## config.mk

```make
export PLATFORM = sky130hd
export DESIGN_NAME = bic_top
export DESIGN_NICKNAME = d
export VERILOG_FILES = /design/src/hdl/bic_pkg.sv /design/src/hdl/bic_decode.sv /design/src/hdl/bic_top.sv
export SDC_FILE = /design/constraint.sdc
export NUM_CORES = 1
export LEC_CHECK = 0
export ABC_AREA = 1
export BUFFER_PORTS_ARGS = -buffer_cell sky130_fd_sc_hd__buf_2
export CAP_MARGIN = 40
export CORE_ASPECT_RATIO = 1.4
export CORE_MARGIN = 1
export CORE_UTILIZATION = 40
export CTS_BUF_LIST = sky130_fd_sc_hd__clkbuf_8
export DETAILED_ROUTE_END_ITERATION = 7
export PLACE_DENSITY_LB_ADDON = 0.12
export SYNTH_ARGS = -nofsm -noshare
export SYNTH_HDL_FRONTEND = slang
export SYNTH_SLANG_ARGS = --single-unit
```

## constraint.sdc

```tcl
create_clock -name mclk -period 1.37 [get_ports mclk]
set_input_delay 0 -clock mclk [delete_from_list [all_inputs] [get_ports mclk]]
set_output_delay 0 -clock mclk [all_outputs]
set_load 0.01 [all_outputs]
```

## src/hdl/bic_pkg.sv

```systemverilog
// impedance channel configuration: register map, field layout, reset values
// assumes a 32-bit axi4-lite register bus with one aligned word per register
package bic_pkg;
  // register byte addresses
  localparam logic [7:0] ADDR_GEN_CFG = 8'h10;  // general_configuration
  localparam logic [7:0] ADDR_IMP_CFG = 8'h18;  // impedance_channel_configuration
  localparam logic [7:0] ADDR_RESYNC  = 8'h20;  // resynchronize_command, write only
  localparam logic [7:0] ADDR_STATUS  = 8'h24;  // record state, read only
  localparam int         ADDR_W       = 8;

  // impedance_channel_configuration field positions
  localparam int CFG_W       = 24;
  localparam int RATE_BIT    = 23;
  localparam int AHPF_LSB    = 20;
  localparam int EXT_BIAS    = 19;
  localparam int LOW_NOISE   = 18;
  localparam int GAIN_LSB    = 16;
  localparam int DHPF_LSB    = 14;
  localparam int DLPF_LSB    = 12;
  localparam int CG_W        = 12;

  // reset values
  localparam logic [23:0] IMP_CFG_RST = 24'h201000;
  localparam logic [1:0]  GEN_CFG_RST = 2'h0;

  // low-pass codes
  localparam logic [1:0] LPF_BYPASS = 2'h0;
  localparam logic [1:0] LPF_4HZ    = 2'h1;
  localparam logic [1:0] LPF_16HZ   = 2'h3;

  // master clock selections
  localparam logic [1:0] MCLK_SEL_0 = 2'h0;
  localparam logic [1:0] MCLK_SEL_1 = 2'h1;
  localparam logic [1:0] MCLK_SEL_2 = 2'h2;

  // sample rates in hundredths of a sample per second
  localparam logic [12:0] RATE_64    = 13'h1900;  // 6400
  localparam logic [12:0] RATE_32    = 13'h0c80;  // 3200
  localparam logic [12:0] RATE_62_5  = 13'h186a;  // 6250
  localparam logic [12:0] RATE_31_25 = 13'h0c35;  // 3125
  localparam logic [12:0] RATE_50    = 13'h1388;  // 5000
  localparam logic [12:0] RATE_25    = 13'h09c4;  // 2500
  localparam logic [12:0] RATE_49_95 = 13'h1383;  // 4995
  localparam logic [12:0] RATE_24_98 = 13'h09c2;  // 2498

  // axi responses
  localparam logic [1:0] RESP_OKAY   = 2'h0;
  localparam logic [1:0] RESP_SLVERR = 2'h2;
endpackage

```

## src/hdl/bic_decode.sv

```systemverilog
// impedance channel configuration: decodes stored fields into settings
// assumes inputs come from registers on the same clock; purely combinational
`timescale 1ns/1ps
module bic_decode (
  input  wire logic [23:0] cfg,
  input  wire logic [1:0]  mclk_sel,
  output logic      [1:0]  lpf_eff,
  output logic      [12:0] rate_csps,
  output logic      [12:0] ahpf_hz,
  output logic             ahpf_byp,
  output logic      [6:0]  gain_vv,
  output logic      [5:0]  dhpf_chz
);
  logic       rate_half;
  logic [1:0] lpf_wr;

  assign rate_half = cfg[bic_pkg::RATE_BIT];
  assign lpf_wr    = cfg[bic_pkg::DLPF_LSB +: 2];

  // sample rate from clock selection and rate bit
  // rate table
  always_comb begin
    case (mclk_sel)
      bic_pkg::MCLK_SEL_0: rate_csps = rate_half ? bic_pkg::RATE_32 : bic_pkg::RATE_64;
      bic_pkg::MCLK_SEL_1: rate_csps = rate_half ? bic_pkg::RATE_31_25 : bic_pkg::RATE_62_5;
      bic_pkg::MCLK_SEL_2: rate_csps = rate_half ? bic_pkg::RATE_25 : bic_pkg::RATE_50;
      default:             rate_csps = rate_half ? bic_pkg::RATE_24_98 : bic_pkg::RATE_49_95;
    endcase
  end

  // 16 Hz only at the faster rate, otherwise fall back to 4 Hz
  // low-pass fallback
  always_comb begin
    if (lpf_wr == bic_pkg::LPF_16HZ && rate_half) begin
      lpf_eff = bic_pkg::LPF_4HZ;
    end else begin
      lpf_eff = lpf_wr;
    end
  end

  // analog high-pass cutoff; 11x bypasses
  always_comb begin
    ahpf_byp = 1'b0;
    case (cfg[bic_pkg::AHPF_LSB +: 3])
      3'h0:    ahpf_hz = 13'h003c;
      3'h1:    ahpf_hz = 13'h0096;
      3'h2:    ahpf_hz = 13'h01f4;
      3'h3:    ahpf_hz = 13'h03e8;
      3'h4:    ahpf_hz = 13'h07d0;
      3'h5:    ahpf_hz = 13'h0fa0;
      default: begin
        ahpf_hz  = 13'h0000;
        ahpf_byp = 1'b1;
      end
    endcase
  end

  // gain doubles per code step; digital high-pass in hundredths of hz
  always_comb begin
    gain_vv = 7'(7'h0a << cfg[bic_pkg::GAIN_LSB +: 2]);
    case (cfg[bic_pkg::DHPF_LSB +: 2])
      2'h0:    dhpf_chz = 6'h00;
      2'h1:    dhpf_chz = 6'h05;
      default: dhpf_chz = 6'h32;
    endcase
  end
endmodule

```

## src/hdl/bic_top.sv

```systemverilog
// impedance channel configuration register block with axi4-lite slave
// assumes one 40 MHz clock mclk, synchronous active-low reset rst_b
//
// Chosen here: register access over AXI4-Lite.
`timescale 1ns/1ps
module bic_top (
  input  wire logic        mclk,
  input  wire logic        rst_b,
  input  wire logic [7:0]  s_axi_awaddr,
  input  wire logic        s_axi_awvalid,
  output logic             s_axi_awready,
  input  wire logic [31:0] s_axi_wdata,
  input  wire logic [3:0]  s_axi_wstrb,
  input  wire logic        s_axi_wvalid,
  output logic             s_axi_wready,
  output logic      [1:0]  s_axi_bresp,
  output logic             s_axi_bvalid,
  input  wire logic        s_axi_bready,
  input  wire logic [7:0]  s_axi_araddr,
  input  wire logic        s_axi_arvalid,
  output logic             s_axi_arready,
  output logic      [31:0] s_axi_rdata,
  output logic      [1:0]  s_axi_rresp,
  output logic             s_axi_rvalid,
  input  wire logic        s_axi_rready,
  output logic      [12:0] sample_rate_csps,
  output logic      [12:0] analog_highpass_hz,
  output logic             analog_highpass_bypass,
  output logic             external_bias_resistor_enable,
  output logic             impedance_amp_low_noise,
  output logic      [6:0]  gain_vv,
  output logic      [5:0]  digital_highpass_chz,
  output logic      [1:0]  lowpass_select_effective,
  output logic      [11:0] current_gen_cfg,
  output logic             resync_pulse,
  output logic             record_disturbed
);
  logic [23:0] cfg_reg;
  logic [1:0]  mclk_sel_reg;
  logic [7:0]  awaddr_reg;
  logic [31:0] wdata_reg;
  logic [3:0]  wstrb_reg;
  logic        do_wr;
  logic        wr_cfg;
  logic        wr_gen;
  logic        wr_sync;
  logic        rd_take;
  logic [23:0] cfg_next;
  logic [1:0]  lpf_eff;
  logic [12:0] rate_d;
  logic [12:0] ahpf_d;
  logic        ahpf_byp_d;
  logic [6:0]  gain_d;
  logic [5:0]  dhpf_d;
  logic [31:0] rdata_next;
  logic [1:0]  rresp_next;

  // field decoder
  bic_decode u_dec (
    .cfg       (cfg_reg),
    .mclk_sel  (mclk_sel_reg),
    .lpf_eff   (lpf_eff),
    .rate_csps (rate_d),
    .ahpf_hz   (ahpf_d),
    .ahpf_byp  (ahpf_byp_d),
    .gain_vv   (gain_d),
    .dhpf_chz  (dhpf_d)
  );

  // write happens once both address and data are held and no response pends
  assign do_wr   = ~s_axi_awready & ~s_axi_wready & ~s_axi_bvalid;
  assign wr_cfg  = do_wr && awaddr_reg == bic_pkg::ADDR_IMP_CFG;
  assign wr_gen  = do_wr && awaddr_reg == bic_pkg::ADDR_GEN_CFG;
  assign wr_sync = do_wr && awaddr_reg == bic_pkg::ADDR_RESYNC && wstrb_reg[0] && wdata_reg[0];
  assign rd_take = s_axi_arvalid & s_axi_arready;

  // write address channel, taken in either order with data
  always_ff @(posedge mclk) begin
    if (!rst_b) begin
      s_axi_awready <= 1'b1;
      awaddr_reg    <= 8'h00;
    end else if (s_axi_awvalid && s_axi_awready) begin
      s_axi_awready <= 1'b0;
      awaddr_reg    <= s_axi_awaddr;
    end else if (s_axi_bvalid && s_axi_bready) begin
      s_axi_awready <= 1'b1;
    end
  end

  // write data channel
  always_ff @(posedge mclk) begin
    if (!rst_b) begin
      s_axi_wready <= 1'b1;
      wdata_reg    <= 32'h00000000;
      wstrb_reg    <= 4'h0;
    end else if (s_axi_wvalid && s_axi_wready) begin
      s_axi_wready <= 1'b0;
      wdata_reg    <= s_axi_wdata;
      wstrb_reg    <= s_axi_wstrb;
    end else if (s_axi_bvalid && s_axi_bready) begin
      s_axi_wready <= 1'b1;
    end
  end

  // write response; unmapped or read-only addresses answer slverr
  always_ff @(posedge mclk) begin
    if (!rst_b) begin
      s_axi_bvalid <= 1'b0;
      s_axi_bresp  <= bic_pkg::RESP_OKAY;
    end else if (do_wr) begin
      s_axi_bvalid <= 1'b1;
      if (awaddr_reg == bic_pkg::ADDR_IMP_CFG || awaddr_reg == bic_pkg::ADDR_GEN_CFG ||
          awaddr_reg == bic_pkg::ADDR_RESYNC) begin
        s_axi_bresp <= bic_pkg::RESP_OKAY;
      end else begin
        s_axi_bresp <= bic_pkg::RESP_SLVERR;
      end
    end else if (s_axi_bready) begin
      s_axi_bvalid <= 1'b0;
    end
  end

  // byte-lane merge of the configuration word
  always_comb begin
    cfg_next = cfg_reg;
    for (int i = 0; i < 3; i++) begin
      if (wstrb_reg[i]) begin
        cfg_next[i*8 +: 8] = wdata_reg[i*8 +: 8];
      end
    end
  end

  // configuration register keeps every field as written
  // stored unchanged
  always_ff @(posedge mclk) begin
    if (!rst_b) begin
      cfg_reg <= bic_pkg::IMP_CFG_RST;
    end else if (wr_cfg) begin
      cfg_reg <= cfg_next;
    end
  end

  // master clock selection in the general configuration word
  always_ff @(posedge mclk) begin
    if (!rst_b) begin
      mclk_sel_reg <= bic_pkg::GEN_CFG_RST;
    end else if (wr_gen && wstrb_reg[0]) begin
      mclk_sel_reg <= wdata_reg[1:0];
    end
  end

  // record disturbed by a config write until resync; set wins over clear
  // disturb and resync
  always_ff @(posedge mclk) begin
    if (!rst_b) begin
      record_disturbed <= 1'b0;
      resync_pulse     <= 1'b0;
    end else begin
      resync_pulse <= wr_sync;
      if (wr_cfg || wr_gen) begin
        record_disturbed <= 1'b1;
      end else if (wr_sync) begin
        record_disturbed <= 1'b0;
      end
    end
  end

  // read data select; low-pass field returns the effective code
  always_comb begin
    rdata_next = 32'h00000000;
    rresp_next = bic_pkg::RESP_OKAY;
    case (s_axi_araddr)
      bic_pkg::ADDR_IMP_CFG: rdata_next[23:0] = {cfg_reg[23:14], lpf_eff, cfg_reg[11:0]};
      bic_pkg::ADDR_GEN_CFG: rdata_next[1:0] = mclk_sel_reg;
      bic_pkg::ADDR_STATUS:  rdata_next[0] = record_disturbed;
      bic_pkg::ADDR_RESYNC:  rdata_next = 32'h00000000;  // write only, reads zero
      default:               rresp_next = bic_pkg::RESP_SLVERR;
    endcase
  end

  // read channel: one read at a time, arready drops until rready
  always_ff @(posedge mclk) begin
    if (!rst_b) begin
      s_axi_arready <= 1'b1;
      s_axi_rvalid  <= 1'b0;
      s_axi_rdata   <= 32'h00000000;
      s_axi_rresp   <= bic_pkg::RESP_OKAY;
    end else if (rd_take) begin
      s_axi_arready <= 1'b0;
      s_axi_rvalid  <= 1'b1;
      s_axi_rdata   <= rdata_next;
      s_axi_rresp   <= rresp_next;
    end else if (s_axi_rvalid && s_axi_rready) begin
      s_axi_arready <= 1'b1;
      s_axi_rvalid  <= 1'b0;
    end
  end

  // registered channel settings toward the analog and filter paths
  always_ff @(posedge mclk) begin
    if (!rst_b) begin
      sample_rate_csps              <= bic_pkg::RATE_64;
      analog_highpass_hz            <= 13'h01f4;
      analog_highpass_bypass        <= 1'b0;
      external_bias_resistor_enable <= 1'b0;
      impedance_amp_low_noise       <= 1'b0;
      gain_vv                       <= 7'h0a;
      digital_highpass_chz          <= 6'h00;
      lowpass_select_effective      <= bic_pkg::LPF_4HZ;
      current_gen_cfg               <= 12'h000;
    end else begin
      sample_rate_csps              <= rate_d;
      analog_highpass_hz            <= ahpf_d;
      analog_highpass_bypass        <= ahpf_byp_d;
      external_bias_resistor_enable <= cfg_reg[bic_pkg::EXT_BIAS];
      impedance_amp_low_noise       <= cfg_reg[bic_pkg::LOW_NOISE];
      gain_vv                       <= gain_d;
      digital_highpass_chz          <= dhpf_d;
      lowpass_select_effective      <= lpf_eff;
      current_gen_cfg               <= cfg_reg[bic_pkg::CG_W-1:0];
    end
  end
endmodule

```

**Word-level counts from Yosys, hierarchy flattened**

Index checks and enable logic that the tools add are counted.

- Bits in registers: 152
- Latch bits: 0
- Memory bits (writable): 0
- Bits in read-only memories: 0
- Bits of input ports: 59
- Output and inout port bits: 99
- Logic and storage cells: 101
- Memories kept: 0

- Add/sub/neg operators: 0
- Multipliers: 0
- Divide/modulo/power cells: 0
- Magnitude comparators: 0
- Equality and inequality tests: 16
- Shift operators: 1
- Muxes and demuxes: 25
- Bitwise gates (word level): 6
- Reductions and logical operators: 27

Operator list:

| kind | count |
|---|---|
| 12-bit case mux with 6 select lines | 1 |
| 13-bit 2-to-1 mux | 4 |
| 13-bit case mux with 3 select lines | 1 |
| 8-bit by 5-bit equality test with 1-bit output, second input constant | 4 |
| 8-bit by 6-bit equality test with 1-bit output, second input constant | 3 |
| 22-bit 2-to-1 mux | 1 |
| 1-bit 2-to-1 mux | 12 |
| 6-bit case mux with 2 select lines | 1 |
| 1-bit logical AND | 11 |
| 2-bit nonzero test | 5 |
| 4-bit by 2-bit << shifter with 7-bit output, first input constant | 1 |
| 3-bit by 2-bit equality test with 1-bit output, second input constant | 2 |
| 3-bit equality test, second input constant | 2 |
| 2-bit 2-to-1 mux | 3 |
| 2-bit AND reduction | 3 |
| 6-bit OR reduction | 1 |
| 2-bit by 1-bit equality test with 1-bit output, second input constant | 2 |
| 2-bit equality test, second input constant | 2 |
| 2-bit logical NOT | 2 |
| 4-bit OR reduction | 1 |
| 1-bit AND | 3 |
| 3-bit by 1-bit equality test with 1-bit output, second input constant | 1 |
| 3-bit logical NOT | 1 |
| 1-bit logical OR | 3 |
| other kinds (3) | 5 |

**Longest topological paths before layout**

- Depth in word-level cells: 8
- Gate-level depth with buffers: 7
- Depth with buffers taken out: 7

**Cells and area by module**

A second synthesis with hierarchy kept.

- Cells, all modules: 746
- Area total of the unflattened synthesis: 5666.7 sq um

By module, submodules not included:

| module | times used | cells each | area an instance (sq um) | seq. area each (sq um) |
|---|---|---|---|---|
| bic_top | 1 | 676 | 5348.9 | 3002.9 |
| bic_decode | 1 | 70 | 317.8 | 0.0 |

**Worst setup path before layout**

Ideal clock, no wire load.

- Kind: reg-to-reg
- Start point: register s_axi_arready
- End point: register s_axi_rdata[13]
- Library setup time: 0.119 ns
- Arrival: 1.075 ns
- Data required time: 1.251 ns
- Setup slack: 0.175 ns
- Cell stages (with the launch flop): 6
- Path buffers: 2
- Period minus slack after synthesis: 1.195 ns
- Cells stage by stage: dfxtp_1 > nand2_1 > inv_1 > clkbuf_1 > buf_2 > a21oi_1

- Cells in the longest elaborated chain, start to end: 1

Ends and longest elaborated chain:

| element | RTL line | RTL |
|---|---|---|
| from (decl) | bic_top.sv:21 | `output logic s_axi_arready,` |
| from (signal assigned) | bic_top.sv:184 | `s_axi_arready <= 1'b1;` |
| from (signal assigned) | bic_top.sv:189 | `s_axi_arready <= 1'b0;` |
| from (signal assigned) | bic_top.sv:194 | `s_axi_arready <= 1'b1;` |
| 1-bit AND | bic_top.sv:75 | `assign rd_take = s_axi_arvalid & s_axi_arready;` |
| to (signal assigned) | bic_top.sv:191 | `s_axi_rdata <= rdata_next;` |
| to (decl) | bic_top.sv:22 | `output logic [31:0] s_axi_rdata,` |

Every way passes these cells.
A chain may end at the register's enable or synchronous reset.

**Worst setup path after layout**

- Start point: input port rst_b
- End point: register s_axi_rvalid

RTL lines:

| element | RTL line | RTL |
|---|---|---|
| from (decl) | bic_top.sv:8 | `input wire logic rst_b,` |
| to (signal assigned) | bic_top.sv:185 | `s_axi_rvalid <= 1'b0;` |
| to (signal assigned) | bic_top.sv:190 | `s_axi_rvalid <= 1'b1;` |
| to (signal assigned) | bic_top.sv:195 | `s_axi_rvalid <= 1'b0;` |
| to (decl) | bic_top.sv:24 | `output logic s_axi_rvalid,` |

No word-level cell between the ends.

==> metrics.txt <==
Final Hold Fails 0; Total Nets Final 895; Leak Pwr 3.22 nW; Max-Cap Viols 0; clk root buf clkbuf_8; top_reg_cell synth dfxtp_1; critical path capture point type flop; EDFF count, synth 0; WL final about 12,000 um; Clk pwr share 39.1%; input/output buffers 134; # DRC 0; status finished, final reports clean; Rows 49; routed len/inst 11.8 um; cell taking the most area after synthesis dfxtp_1; Placeable Area approximately 13,000 sq um; Startpoint Class input port; top cell type's share of synthesized area 54.6%; Final Cycle Share 95.4%; Required @ worst endpoint 1.69 ns; Tmin final between 1 and 1.5 ns; synth unique cells 21; routing usage on met1 about 21%; Most Crowded Layer GR met2; asr flop ratio synth 0%; final slew viol count 0; Hold Slack 0.0634 ns; HP Class in -> reg; internal power component ~6.4 mW; pwr dens between 1000 and 1500 nW/um^2; Worst EP arrival between 1.5 and 2 ns; Final Core Density 53.7%; setup slack, reg-to-reg 0.12 ns; grt met2 use 30.0%; Post-DP Area 6040 sq um; Comb power frac 9.2%; grt met3 use 4.62%; Setup CP Type in -> reg; Starting DRT DRC Count between 150 and 200; final number of setup-violating endpoints 0; number of H-tree levels 4; sequential element share of the synthesized area between 50% and 60%; switch share roughly 25%; most common cell in the netlist dfxtp_1; die area 13,600 sq um; Fillers 1,236; RSZ-0062 raised after global routing yes; initial antenna violation count 0; Register Area around 2900 sq um; Mapped Area 5240 sq um; Reg power frac 51.7%; area of the multi-input gates 1840 sq um; Total GRT Usage 17.6%; ANT cells 0; first-pass GRT wire length roughly 19,000 um; Longest Clk Path Bufs 2; clk_skew 0.0114 ns; dpl hpwl roughly 8400 um; largest cells by area after synthesis dfxtp_1 (55%), nand2_1 (7.8%), o21ai_0 (6.8%); GPL Wtd Cong 0.793; Post-Layout Inst Area 6880 sq um; Mapped Cells 668; Initial Util about two fifths; total congestion overflow 0; CTS Sinks 143; setup_tns 0 ns; vias in the first global route 3,923; io pins 158; Die Span X 98.8 um; Worst-path clk slew 0.08 ns; Max Fclk about 770 MHz; drt pass-1 iters 4; Antenna Nets Post-Route 0; Sw Pwr 2.12 mW; most common library cells after synthesis dfxtp_1 (143), nand2_1 (109), nor2_1 (83); Warnings, synthesis 0; number of CTS-inserted buffers 17; Area Overhead vs Synth 31.2%; share of cells above drive strength 1 about 23%; CTS tree built; Vert. Die Dim 137 um; routed vias roughly 4,500; largest net degree at the start of global routing 73; Via density ~4.5; Skew-Pair Late Insertion Delay 0.44 ns; crit path max fanout 10; Seq cells post-synth ~140; worst vdd ir 0.000560 V; syn_area_per_cell 7.85 sq um
[per-stage QoR]
stage / instances / total power [mW] / worst slack [ns]
after floorplan: 681 / 4.92 / 0.175
after CTS: 1001 / 8.55 / 0.0428
after detailed placement: 928 / 5.16 / 0.0677
final: 1002 / 8.48 / 0.0629
after global routing: 1002 / 8.86 / -0.0226
after global placement: 928 / 5.14 / 0.104
[cells in the final DEF (no fill, tap or decap), types with 2 or more instances in the layout]
| master | instances |
|---|---|
| nor2_1 | 81 |
| clkinvlp_4 | 4 |
| dfxtp_1 | 141 |
| inv_6 | 3 |
| dfxtp_2 | 2 |
| conb_1 | 14 |
| inv_2 | 2 |
| buf_2 | 133 |
| clkbuf_8 | 19 |
| inv_1 | 82 |
| nor2_2 | 5 |
| buf_12 | 6 |
| buf_4 | 10 |
| nand2_1 | 109 |
| nor3_1 | 5 |
| nor2_4 | 5 |
| nand4_1 | 22 |
| a211oi_1 | 2 |
| bufinv_16 | 2 |
| a21oi_1 | 65 |
| dlygate4sd3_1 | 41 |
| o21ai_0 | 71 |
| nand3_1 | 19 |
[kinds of logic (layout without fill, tap and decap cells)]
logic type,after synthesis,after routing,share of synthesized area [%]
compound gates,138,138,13.3
other cells,1,14,0.0715
flops,143,143,54.6
simple gates,249,249,20.5
buf+inv,137,305,11.6
[worst paths after layout]
check | end | depth (start not counted) | startpoint
max reg2reg | cfg_reg[3] | 7 | awaddr_reg[6]
min | s_axi_rdata[1] | 8 | s_axi_araddr[0]
min reg2reg | digital_highpass_chz[2] | 2 | cfg_reg[14]
max | s_axi_rvalid | 5 | rst_b
[power by group through the flow]
stage	sequential (mW)	combinational, mW	clock (mW)
final	4.39	0.779	3.31
after global placement	4.48	0.666	0
after floorplan	4.49	0.433	0
after CTS	4.38	0.773	3.40
after global routing	4.40	0.876	3.58
after detailed placement	4.48	0.683	0
[critical path, stage by stage]
cell and delay (ns):
dlygate4sd3_1 0.54, buf_4 0.15, inv_1 0.29, a21oi_1 0.07, dlygate4sd3_1 0.57
[area by class of cell]
class / count / share of cell area [%]
Clock buffer: 19 / 3.80
Clock inverter: 13 / 2.00
Inverter: 83 / 4.57
Multi-Input combinational cell: 401 / 26.7
Sequential cell: 143 / 41.7
Tap cell: 153 / 2.78
Timing Repair Buffer: 190 / 18.5
[what timing repair did]
action,CTS,global route
hold buffers,41,0
endpoints found under the hold margin,42,0
endpoints found under the setup margin,0,25
setup buffers,0,1
resized for setup,0,9
[routing by layer]
layer,routed length [um],share of wire (%)
met5,0,0
met4,142,1.2
met3,529,4.5
met2,5900,50
met1,5200,44
Note: power is estimated with default switching activity, not from simulation.
